[src/bgd_map.svh]
// Constants for the boot flash access guard: register offsets,
// field positions, reset values and section limits.
// Assumes a flash of 8K bytes addressed by 13-bit byte addresses.
`ifndef BGD_MAP_SVH
`define BGD_MAP_SVH

// ==========================================================
// Register offsets (byte addresses on the bus)
`define BGD_CTRL_OFS 12'h000
`define BGD_STATUS_OFS 12'h004
`define BGD_LOCK_OFS 12'h008

// ==========================================================
// Field positions
`define BGD_CTRL_VEC_BOOT 0
`define BGD_CTRL_REENABLE 1
`define BGD_STAT_BUSY 0
`define BGD_STAT_ACTIVE 1
`define BGD_STAT_HALT 2
`define BGD_LK_APP_WR 0
`define BGD_LK_APP_RD 1
`define BGD_LK_BOOT_WR 2
`define BGD_LK_BOOT_RD 3

// ==========================================================
// Reset values; lock bits read 1 when unprogrammed
`define BGD_LOCK_RST 4'hf
`define BGD_CTRL_RST 1'b0

// ==========================================================
// Section limits
`define BGD_ADDR_W 13
`define BGD_BOOT_START 13'h1c00
`define BGD_STALLING_SECTION_START 13'h1800

`endif

[src/bgd_pkg.sv]
// Types and section decoding for the boot flash access guard.
// Assumes bgd_map.svh is on the include path.
`include "bgd_map.svh"

package bgd_pkg;

	// ==========================================================
	// Types
	typedef enum logic [1:0] {
		BGD_OP_FILL,
		BGD_OP_ERASE,
		BGD_OP_WRITE,
		BGD_OP_LOCKSET
	} bgd_op_e;

	typedef enum logic [1:0] {
		BGD_IDLE,
		BGD_BUSY_RWW,
		BGD_BUSY_STALLING_SECTION
	} bgd_state_e;

	typedef logic [`BGD_ADDR_W-1:0] bgd_addr_t;

	// ==========================================================
	// Section decoding
	function automatic logic bgd_in_boot(input bgd_addr_t a);
		return a >= `BGD_BOOT_START;
	endfunction : bgd_in_boot

	function automatic logic bgd_in_stalling_section(input bgd_addr_t a);
		return a >= `BGD_STALLING_SECTION_START;
	endfunction : bgd_in_stalling_section

endpackage : bgd_pkg

[src/bgd_guard.sv]
// Boot flash access guard: gates flash stores, loads, fetches and
// interrupts by section and lock bits, and halts the CPU when needed.
// Assumes one clock, an AHB-Lite master and a flash that ends each
// erase or write with a done pulse and returns read data in the same
// cycle as its read strobe.
//
// Our own choices: register access over AHB-Lite and the register addresses.
`timescale 1ns/1ns
`default_nettype none
`include "bgd_map.svh"

module bgd_guard import bgd_pkg::*; (
	input wire logic clk_sys_i,
	input wire logic rst_n_i,
	// AHB-Lite slave
	input wire logic hsel,
	input wire logic [11:0] haddr,
	input wire logic [1:0] htrans,
	input wire logic hwrite,
	input wire logic [2:0] hsize,
	input wire logic [31:0] hwdata,
	input wire logic hready,
	output logic hreadyout,
	output logic hresp,
	output logic [31:0] hrdata,
	// CPU side
	input wire logic [12:0] exec_addr_i,
	input wire logic flash_store_instr_i,
	input wire logic [1:0] store_op_i,
	input wire logic [12:0] store_addr_i,
	input wire logic [15:0] store_data_i,
	input wire logic rd_req_i,
	input wire logic rd_is_load_i,
	input wire logic [12:0] rd_addr_i,
	output logic rd_valid_o,
	output logic [7:0] rd_data_o,
	input wire logic irq_req_i,
	output logic irq_o,
	output logic cpu_halt_o,
	// Programmer interface and chip erase
	input wire logic prog_lock_we_i,
	input wire logic [3:0] prog_lock_data_i,
	input wire logic chip_erase_i,
	// Flash array side
	output logic fl_start_o,
	output logic fl_erase_o,
	output logic fl_fill_o,
	output logic [12:0] fl_addr_o,
	output logic [15:0] fl_wdata_o,
	input wire logic fl_done_i,
	output logic fl_rd_o,
	output logic [12:0] fl_rd_addr_o,
	input wire logic [7:0] fl_rd_data_i
);
	// ==========================================================
	// Lock decode
	logic [3:0] lock;
	logic exec_boot;
	logic vec_boot;
	logic app_store_ok;
	logic boot_store_ok;
	logic app_load_ok;
	logic boot_load_ok;
	logic irq_block;

	assign exec_boot = bgd_in_boot(exec_addr_i);

	bgd_lock_decode u_decode (
		.lock_i(lock),
		.exec_boot_i(exec_boot),
		.vec_boot_i(vec_boot),
		.app_store_ok_o(app_store_ok),
		.boot_store_ok_o(boot_store_ok),
		.app_load_ok_o(app_load_ok),
		.boot_load_ok_o(boot_load_ok),
		.irq_block_o(irq_block)
	);

	// ==========================================================
	// Bus slave, zero wait states
	logic wr_pend;
	logic [11:0] wr_addr;
	logic reenable;
	logic section_busy_flag;
	logic next_wr_pend;
	logic [11:0] next_wr_addr;
	logic [31:0] next_hrdata;
	logic next_vec_boot;
	logic next_reenable;
	logic acc;

	assign acc = hsel && hready && htrans[1];

	always_comb begin
		next_wr_pend = acc && hwrite;
		next_wr_addr = acc ? haddr : wr_addr;
		next_vec_boot = vec_boot;
		next_reenable = 1'b0;
		next_hrdata = 32'h0000_0000;
		if (wr_pend && wr_addr == `BGD_CTRL_OFS) begin
			next_vec_boot = hwdata[`BGD_CTRL_VEC_BOOT];
			next_reenable = hwdata[`BGD_CTRL_REENABLE];
		end
		if (acc && !hwrite) begin
			case (haddr)
				`BGD_CTRL_OFS: next_hrdata[`BGD_CTRL_VEC_BOOT] = vec_boot;
				`BGD_STATUS_OFS: begin
					next_hrdata[`BGD_STAT_BUSY] = section_busy_flag;
					next_hrdata[`BGD_STAT_ACTIVE] = fl_erase_o || fl_start_o
						|| cpu_halt_o || section_busy_flag;
					next_hrdata[`BGD_STAT_HALT] = cpu_halt_o;
				end
				`BGD_LOCK_OFS: next_hrdata[3:0] = lock;
				default: next_hrdata = 32'h0000_0000;
			endcase
		end
	end

	always_ff @(posedge clk_sys_i or negedge rst_n_i) begin
		if (!rst_n_i) begin
			wr_pend <= 1'b0;
			wr_addr <= 12'h000;
			hrdata <= 32'h0000_0000;
			vec_boot <= `BGD_CTRL_RST;
			reenable <= 1'b0;
			hreadyout <= 1'b0;
			hresp <= 1'b0;
		end else begin
			wr_pend <= next_wr_pend;
			wr_addr <= next_wr_addr;
			hrdata <= next_hrdata;
			vec_boot <= next_vec_boot;
			reenable <= next_reenable;
			hreadyout <= 1'b1;
			hresp <= 1'b0;
		end
	end

	// ==========================================================
	// Store handling and programming sequencer
	bgd_state_e state;
	bgd_state_e next_state;
	logic [3:0] next_lock;
	logic next_busy;
	logic next_start;
	logic next_erase;
	logic next_fill;
	logic [12:0] next_fl_addr;
	logic [15:0] next_wdata;
	logic st_ok;
	logic tgt_boot;

	assign tgt_boot = bgd_in_boot(store_addr_i);
	assign st_ok = tgt_boot ? boot_store_ok : app_store_ok;

	always_comb begin
		next_state = state;
		next_lock = lock;
		next_busy = section_busy_flag;
		next_start = 1'b0;
		next_erase = fl_erase_o;
		next_fill = 1'b0;
		next_fl_addr = fl_addr_o;
		next_wdata = fl_wdata_o;
		case (state)
			BGD_IDLE: begin
				if (reenable)
					next_busy = 1'b0;
				// General lock modes are not inputs here on purpose
				if (flash_store_instr_i && exec_boot
					&& (st_ok || store_op_i == BGD_OP_LOCKSET)) begin
					case (store_op_i)
						BGD_OP_FILL: begin
							next_fill = 1'b1;
							next_fl_addr = store_addr_i;
							next_wdata = store_data_i;
							next_busy = 1'b0;
						end
						BGD_OP_LOCKSET:
							next_lock = lock & store_data_i[3:0];
						default: begin
							next_start = 1'b1;
							next_erase = (store_op_i == BGD_OP_ERASE);
							next_fl_addr = store_addr_i;
							if (bgd_in_stalling_section(store_addr_i)) begin
								next_state = BGD_BUSY_STALLING_SECTION;
							end else begin
								next_state = BGD_BUSY_RWW;
								next_busy = 1'b1;
							end
						end
					endcase
				end
			end
			BGD_BUSY_RWW, BGD_BUSY_STALLING_SECTION: begin
				if (fl_done_i) begin
					next_state = BGD_IDLE;
					next_erase = 1'b0;
				end
			end
			default: next_state = BGD_IDLE;
		endcase
		if (prog_lock_we_i)
			next_lock = next_lock & prog_lock_data_i;
		if (chip_erase_i)
			next_lock = `BGD_LOCK_RST;
	end

	always_ff @(posedge clk_sys_i or negedge rst_n_i) begin
		if (!rst_n_i) begin
			state <= BGD_IDLE;
			lock <= `BGD_LOCK_RST;
			section_busy_flag <= 1'b0;
			fl_start_o <= 1'b0;
			fl_erase_o <= 1'b0;
			fl_fill_o <= 1'b0;
			fl_addr_o <= 13'h0000;
			fl_wdata_o <= 16'h0000;
			cpu_halt_o <= 1'b0;
		end else begin
			state <= next_state;
			lock <= next_lock;
			section_busy_flag <= next_busy;
			fl_start_o <= next_start;
			fl_erase_o <= next_erase;
			fl_fill_o <= next_fill;
			fl_addr_o <= next_fl_addr;
			fl_wdata_o <= next_wdata;
			cpu_halt_o <= (next_state == BGD_BUSY_STALLING_SECTION);
		end
	end

	// ==========================================================
	// Read path: fetches and loads, two-cycle latency
	logic rd_pend;
	logic next_grant;
	logic ld_ok;

	assign ld_ok = bgd_in_boot(rd_addr_i) ? boot_load_ok : app_load_ok;

	always_comb begin
		next_grant = rd_req_i && (next_state != BGD_BUSY_STALLING_SECTION);
		// Concurrent section unreadable while blocked
		if (section_busy_flag && !bgd_in_stalling_section(rd_addr_i))
			next_grant = 1'b0;
		if (rd_is_load_i && !ld_ok)
			next_grant = 1'b0;
	end

	always_ff @(posedge clk_sys_i or negedge rst_n_i) begin
		if (!rst_n_i) begin
			rd_pend <= 1'b0;
			fl_rd_o <= 1'b0;
			fl_rd_addr_o <= 13'h0000;
			rd_valid_o <= 1'b0;
			rd_data_o <= 8'h00;
			irq_o <= 1'b0;
		end else begin
			rd_pend <= rd_req_i;
			fl_rd_o <= next_grant;
			fl_rd_addr_o <= rd_addr_i;
			rd_valid_o <= rd_pend;
			// Refused reads give zero and no error
			rd_data_o <= fl_rd_o ? fl_rd_data_i : 8'h00;
			irq_o <= irq_req_i && !irq_block;
		end
	end

	logic store_go;
	assign store_go = flash_store_instr_i && state == BGD_IDLE && exec_boot
		&& (store_op_i == BGD_OP_ERASE || store_op_i == BGD_OP_WRITE);
endmodule : bgd_guard
`default_nettype wire

[src/bgd_lock_decode.sv]
// Decodes the two lock fields into store, load and interrupt permits.
// Purely combinational; the caller registers whatever leaves the block.
`timescale 1ns/1ns
`default_nettype none
`include "bgd_map.svh"

module bgd_lock_decode import bgd_pkg::*; (
	input wire logic [3:0] lock_i,
	input wire logic exec_boot_i,
	input wire logic vec_boot_i,
	output logic app_store_ok_o,
	output logic boot_store_ok_o,
	output logic app_load_ok_o,
	output logic boot_load_ok_o,
	output logic irq_block_o
);
	logic app_write_lock_bit;
	logic app_read_lock_bit;
	logic boot_write_lock_bit;
	logic boot_read_lock_bit;

	assign app_write_lock_bit = lock_i[`BGD_LK_APP_WR];
	assign app_read_lock_bit = lock_i[`BGD_LK_APP_RD];
	assign boot_write_lock_bit = lock_i[`BGD_LK_BOOT_WR];
	assign boot_read_lock_bit = lock_i[`BGD_LK_BOOT_RD];

	// ==========================================================
	// Permits; a zero bit is programmed
	assign app_store_ok_o = app_write_lock_bit;
	assign boot_store_ok_o = boot_write_lock_bit;
	// Same-section loads are never restricted
	assign app_load_ok_o = app_read_lock_bit || !exec_boot_i;
	assign boot_load_ok_o = boot_read_lock_bit || exec_boot_i;
	assign irq_block_o =
		(!app_read_lock_bit && vec_boot_i && !exec_boot_i) ||
		(!boot_read_lock_bit && !vec_boot_i && exec_boot_i);

endmodule : bgd_lock_decode

`default_nettype wire

[config.mk]
export PLATFORM = sky130hd
export DESIGN_NAME = bgd_guard
export DESIGN_NICKNAME = d
export VERILOG_FILES = /design/src/bgd_pkg.sv /design/src/bgd_guard.sv /design/src/bgd_lock_decode.sv
export VERILOG_INCLUDE_DIRS = /design/src
export SDC_FILE = /design/constraint.sdc
export NUM_CORES = 1
export LEC_CHECK = 0
export BUFFER_PORTS_ARGS = -buffer_cell sky130_fd_sc_hd__buf_2
export CAP_MARGIN = 20
export CELL_PAD_IN_SITES_DETAIL_PLACEMENT = 1
export CELL_PAD_IN_SITES_GLOBAL_PLACEMENT = 1
export CORE_MARGIN = 3
export CORE_UTILIZATION = 34
export DETAILED_ROUTE_END_ITERATION = 12
export GPL_ROUTABILITY_DRIVEN = 0
export GPL_TIMING_DRIVEN = 0
export PLACE_DENSITY_LB_ADDON = 0.1
export SLEW_MARGIN = 40
export SYNTH_ARGS = -nofsm -noshare
export SYNTH_HDL_FRONTEND = slang
export SYNTH_HIERARCHICAL = 1
export SYNTH_SLANG_ARGS = --single-unit
[constraint.sdc]
create_clock -name clk_sys_i -period 3.65 [get_ports clk_sys_i]
set_clock_uncertainty 0.05 [all_clocks]
set_input_delay 0 -clock clk_sys_i [delete_from_list [all_inputs] [get_ports clk_sys_i]]
set_output_delay 0 -clock clk_sys_i [all_outputs]
set_load 0.03 [all_outputs]
==> reports/metrics.cfg <==
[outcome]
status=finished, final reports clean

[synth]
ys_seq_area_share_pct=60.7
async_flop_share_pct=100
ys_ff_latch=85
synth_cells=264
synth-main-ff-cell=dfrtp_1
yosysWarnings=6
syn_area_um2=3510
synth-edff-count=0
synth.distinct_cells=39
syn_avg_cell_area_um2=13.3

[route]
drt_iter0_markers=131
drc=0
vias=2952
wirelength_mm=10.4
drt_pre_antenna_iters=4
viasPerCell=4.45
antenna_left=0
drt-wirelength-per-cell_um=15.7

[critical_path]
critPathLaunch=lock[2]
timing.rr.start=lock[2]
crit_required_ps=3840
cp_max_fo=10
cp.arrival_ps=2220
end_kind=flip-flop
critPathKind=reg -> reg
critPathLaunchType=flip-flop

[floorplanning]
die-area_um2=11600
core_area_um2=9910
ios=221
fp.dieW_um=108
rows=36
initial_utilization_pct=35.4
die_h_um=108

[power]
p_comb_share_pct=32.9
p_leak_nw=2.84
powerDensity_nw_per_um2=506
ir_drop_mv=0.293
clockPowerShare_pct=23.1
switching_share_pct=35.5
intPower_w=0.00180
p_seq_share_pct=44.0
p_sw_w=0.000986

[timing]
period_needed_ps=2030
fin_setup_tns_ps=0
rsz0062_at_grt=false
slew_violations=0
worstMarginPinSlew_ps=541
setup_viol=0
final-hold-violation-count=0
period_share_pct=55.6
max_slew_margin_pct=64.0
fin_ws_ps=1620
max_freq_ghz=0.492

[worst_hold_path]
hold_path_class=in -> async

[run]
maxCapViolations=0

[placement]
dp_hpwl_mm=6.72
dpl_worst_slack_ps=1610
portBuffers=147

[final_layout]
nFillCells=1111
drive_above_1_share_pct=46.5
area_growth_pct=56.5
multi_input_area_um2=1190
n_antenna_cell=0
seq_area_um2=2130
final_nets=662

[global_routing]
grt_max_degree=60
grt_pass1_wl_mm=16.7
grtUsageTotal_pct=18.6
grt_pass1_vias=3281
antenna_found_initial=0
grt_overflow=0

[clocking]
numCtsBuffers=9
clkLatencyLatePin_ps=350
root_buffer=clkbuf_8
cts_buffer_depth=2
clock-sinks=85
htreeDepth=3
post_cts_resized=0
clk_pin_slew_ps=90
cts_tree=built

==> placed cells by master, fill, tap and decap left out, types with 2 or more instances in the layout <==
cell type / count
o21ai_0: 3
buf_2: 146
buf_4: 33
and2_1: 8
clkbuf_8: 9
clkinvlp_4: 2
nor2_1: 12
dfrtp_1: 81
mux2i_1: 4
a21oi_1: 4
o221ai_1: 4
mux2_2: 42
dlygate4sd3_1: 76
a211oi_1: 2
a22o_1: 2
nor2b_1: 3
ha_1: 5
buf_6: 2
nor4_1: 4
dfstp_2: 4
nand2b_1: 6
conb_1: 30
nand2_1: 10
inv_1: 9
nand3_1: 6
nor4b_1: 2
clkbuf_1: 3
==> through the flow <==
stage | cell area [um^2] | utilization (%) | cells | hold slack [ps] | power, W
finish | 5500 | 55.5 | 664 | 41.0 | 0.00278
global route | 5500 | 55.5 | 664 | 55.2 | 0.00294
CTS | 5500 | 55.5 | 664 | 13.8 | 0.00280
detailed placement | 4550 | 45.9 | 573 | -160 | 0.00208
global placement | 4520 | 45.6 | 572 | 58.6 | 0.00205
floorplan | 3620 | - | 292 | -346 | 0.00179
==> logic make-up (layout without fill, tap and decap cells) <==
group           Yosys count  in the layout  synth area share, %
flops                    85             85                 60.7
mux                      46             46                 14.6
simple gates             60             60                 9.44
fa+ha+maj                 5              5                 1.78
buf+inv                  44            283                 8.44
compound gates           22             22                 4.81
other cells               2             30                0.214
==> timing repair <==
action / in CTS / in global routing
endpoints found under the hold margin: 158 / 0
buffers inserted: 0 / 0
hold buffers: 76 / 0
==> power groups by stage <==
stage	sequential [W]	combinational [W]	clock, W
2_1_floorplan	0.00151	0.000280	0
3_5_place_dp	0.00124	0.000839	0
5_1_grt	0.00125	0.000982	0.000709
3_3_place_gp	0.00123	0.000825	0
4_1_cts	0.00122	0.000908	0.000668
6_report	0.00122	0.000915	0.000642
==> synth_stat cells, types with 2 or more instances <==
master | instances | share of area [%]
nor4_1 | 4 | 0.71
nand2_1 | 10 | 1.1
nand3_1 | 6 | 0.86
buf_4 | 33 | 7.1
inv_1 | 9 | 0.96
nor2_1 | 12 | 1.3
mux2_2 | 42 | 13
o21ai_0 | 3 | 0.43
a211oi_1 | 2 | 0.43
a21oi_1 | 4 | 0.57
mux2i_1 | 4 | 1.1
conb_1 | 2 | 0.21
and2_1 | 8 | 1.4
a22o_1 | 2 | 0.50
ha_1 | 5 | 1.8
nor4b_1 | 2 | 0.50
dfrtp_1 | 81 | 58
o221ai_1 | 4 | 1.0
nand2b_1 | 6 | 1.1
nor2b_1 | 3 | 0.53
dfstp_2 | 4 | 3.0
==> final timing paths <==
| kind | end | slack [ps] | cells after the start |
|---|---|---|---|
| setup reg to reg | fl_wdata_o[10] | 1620 | 7 |
| hold / removal | fl_wdata_o[12] | 40 | 2 |
| min in group clk_sys_i | fl_erase_o | 80 | 4 |
| max in group asynchronous | lock[3] | 2900 | 3 |
| hold reg to reg | rd_valid_o | 300 | 0 |
| setup / recovery | fl_wdata_o[10] | 1620 | 7 |
==> routing by layer <==
layer  share of wire [%]  GRT usage, %
met3                 7.1          4.86
met2                  53          33.9
met5                   0             0
met1                  39          21.1
met4                 1.5          5.59
==> flip-flops by register name, indices dropped and copies added, names as in the netlist <==
register           count
fl_wdata_o            16
fl_addr_o             13
fl_rd_addr_o          13
wr_addr               12
rd_data_o              8
hrdata                 4
lock                   4
state                  2
cpu_halt_o             1
fl_erase_o             1
fl_fill_o              1
fl_rd_o                1
fl_start_o             1
hreadyout              1
irq_o                  1
rd_pend                1
rd_valid_o             1
reenable               1
section_busy_flag      1
vec_boot               1
wr_pend                1
==> area by class of cell <==
| type | instances | area share, % |
|---|---|---|
| plain buffers | 35 | 4.78 |
| well taps | 133 | 3.03 |
| clock inverters | 4 | 0.911 |
| multi-input cells | 163 | 21.6 |
| repair buffers | 224 | 27.8 |
| inverters | 9 | 0.615 |
| flip-flops and latches | 85 | 38.8 |
| clock buffers | 11 | 2.39 |
==> worst max-delay path, stage by stage, from the launching register on <==
cell and delay [ps]:
dfstp_2 390, buf_4 130, a41o_1 240, a21oi_2 270, nor2_1 90, nand2_2 200
buf_6 190, mux2_2 350
Power figures use the tool's default switching activity.
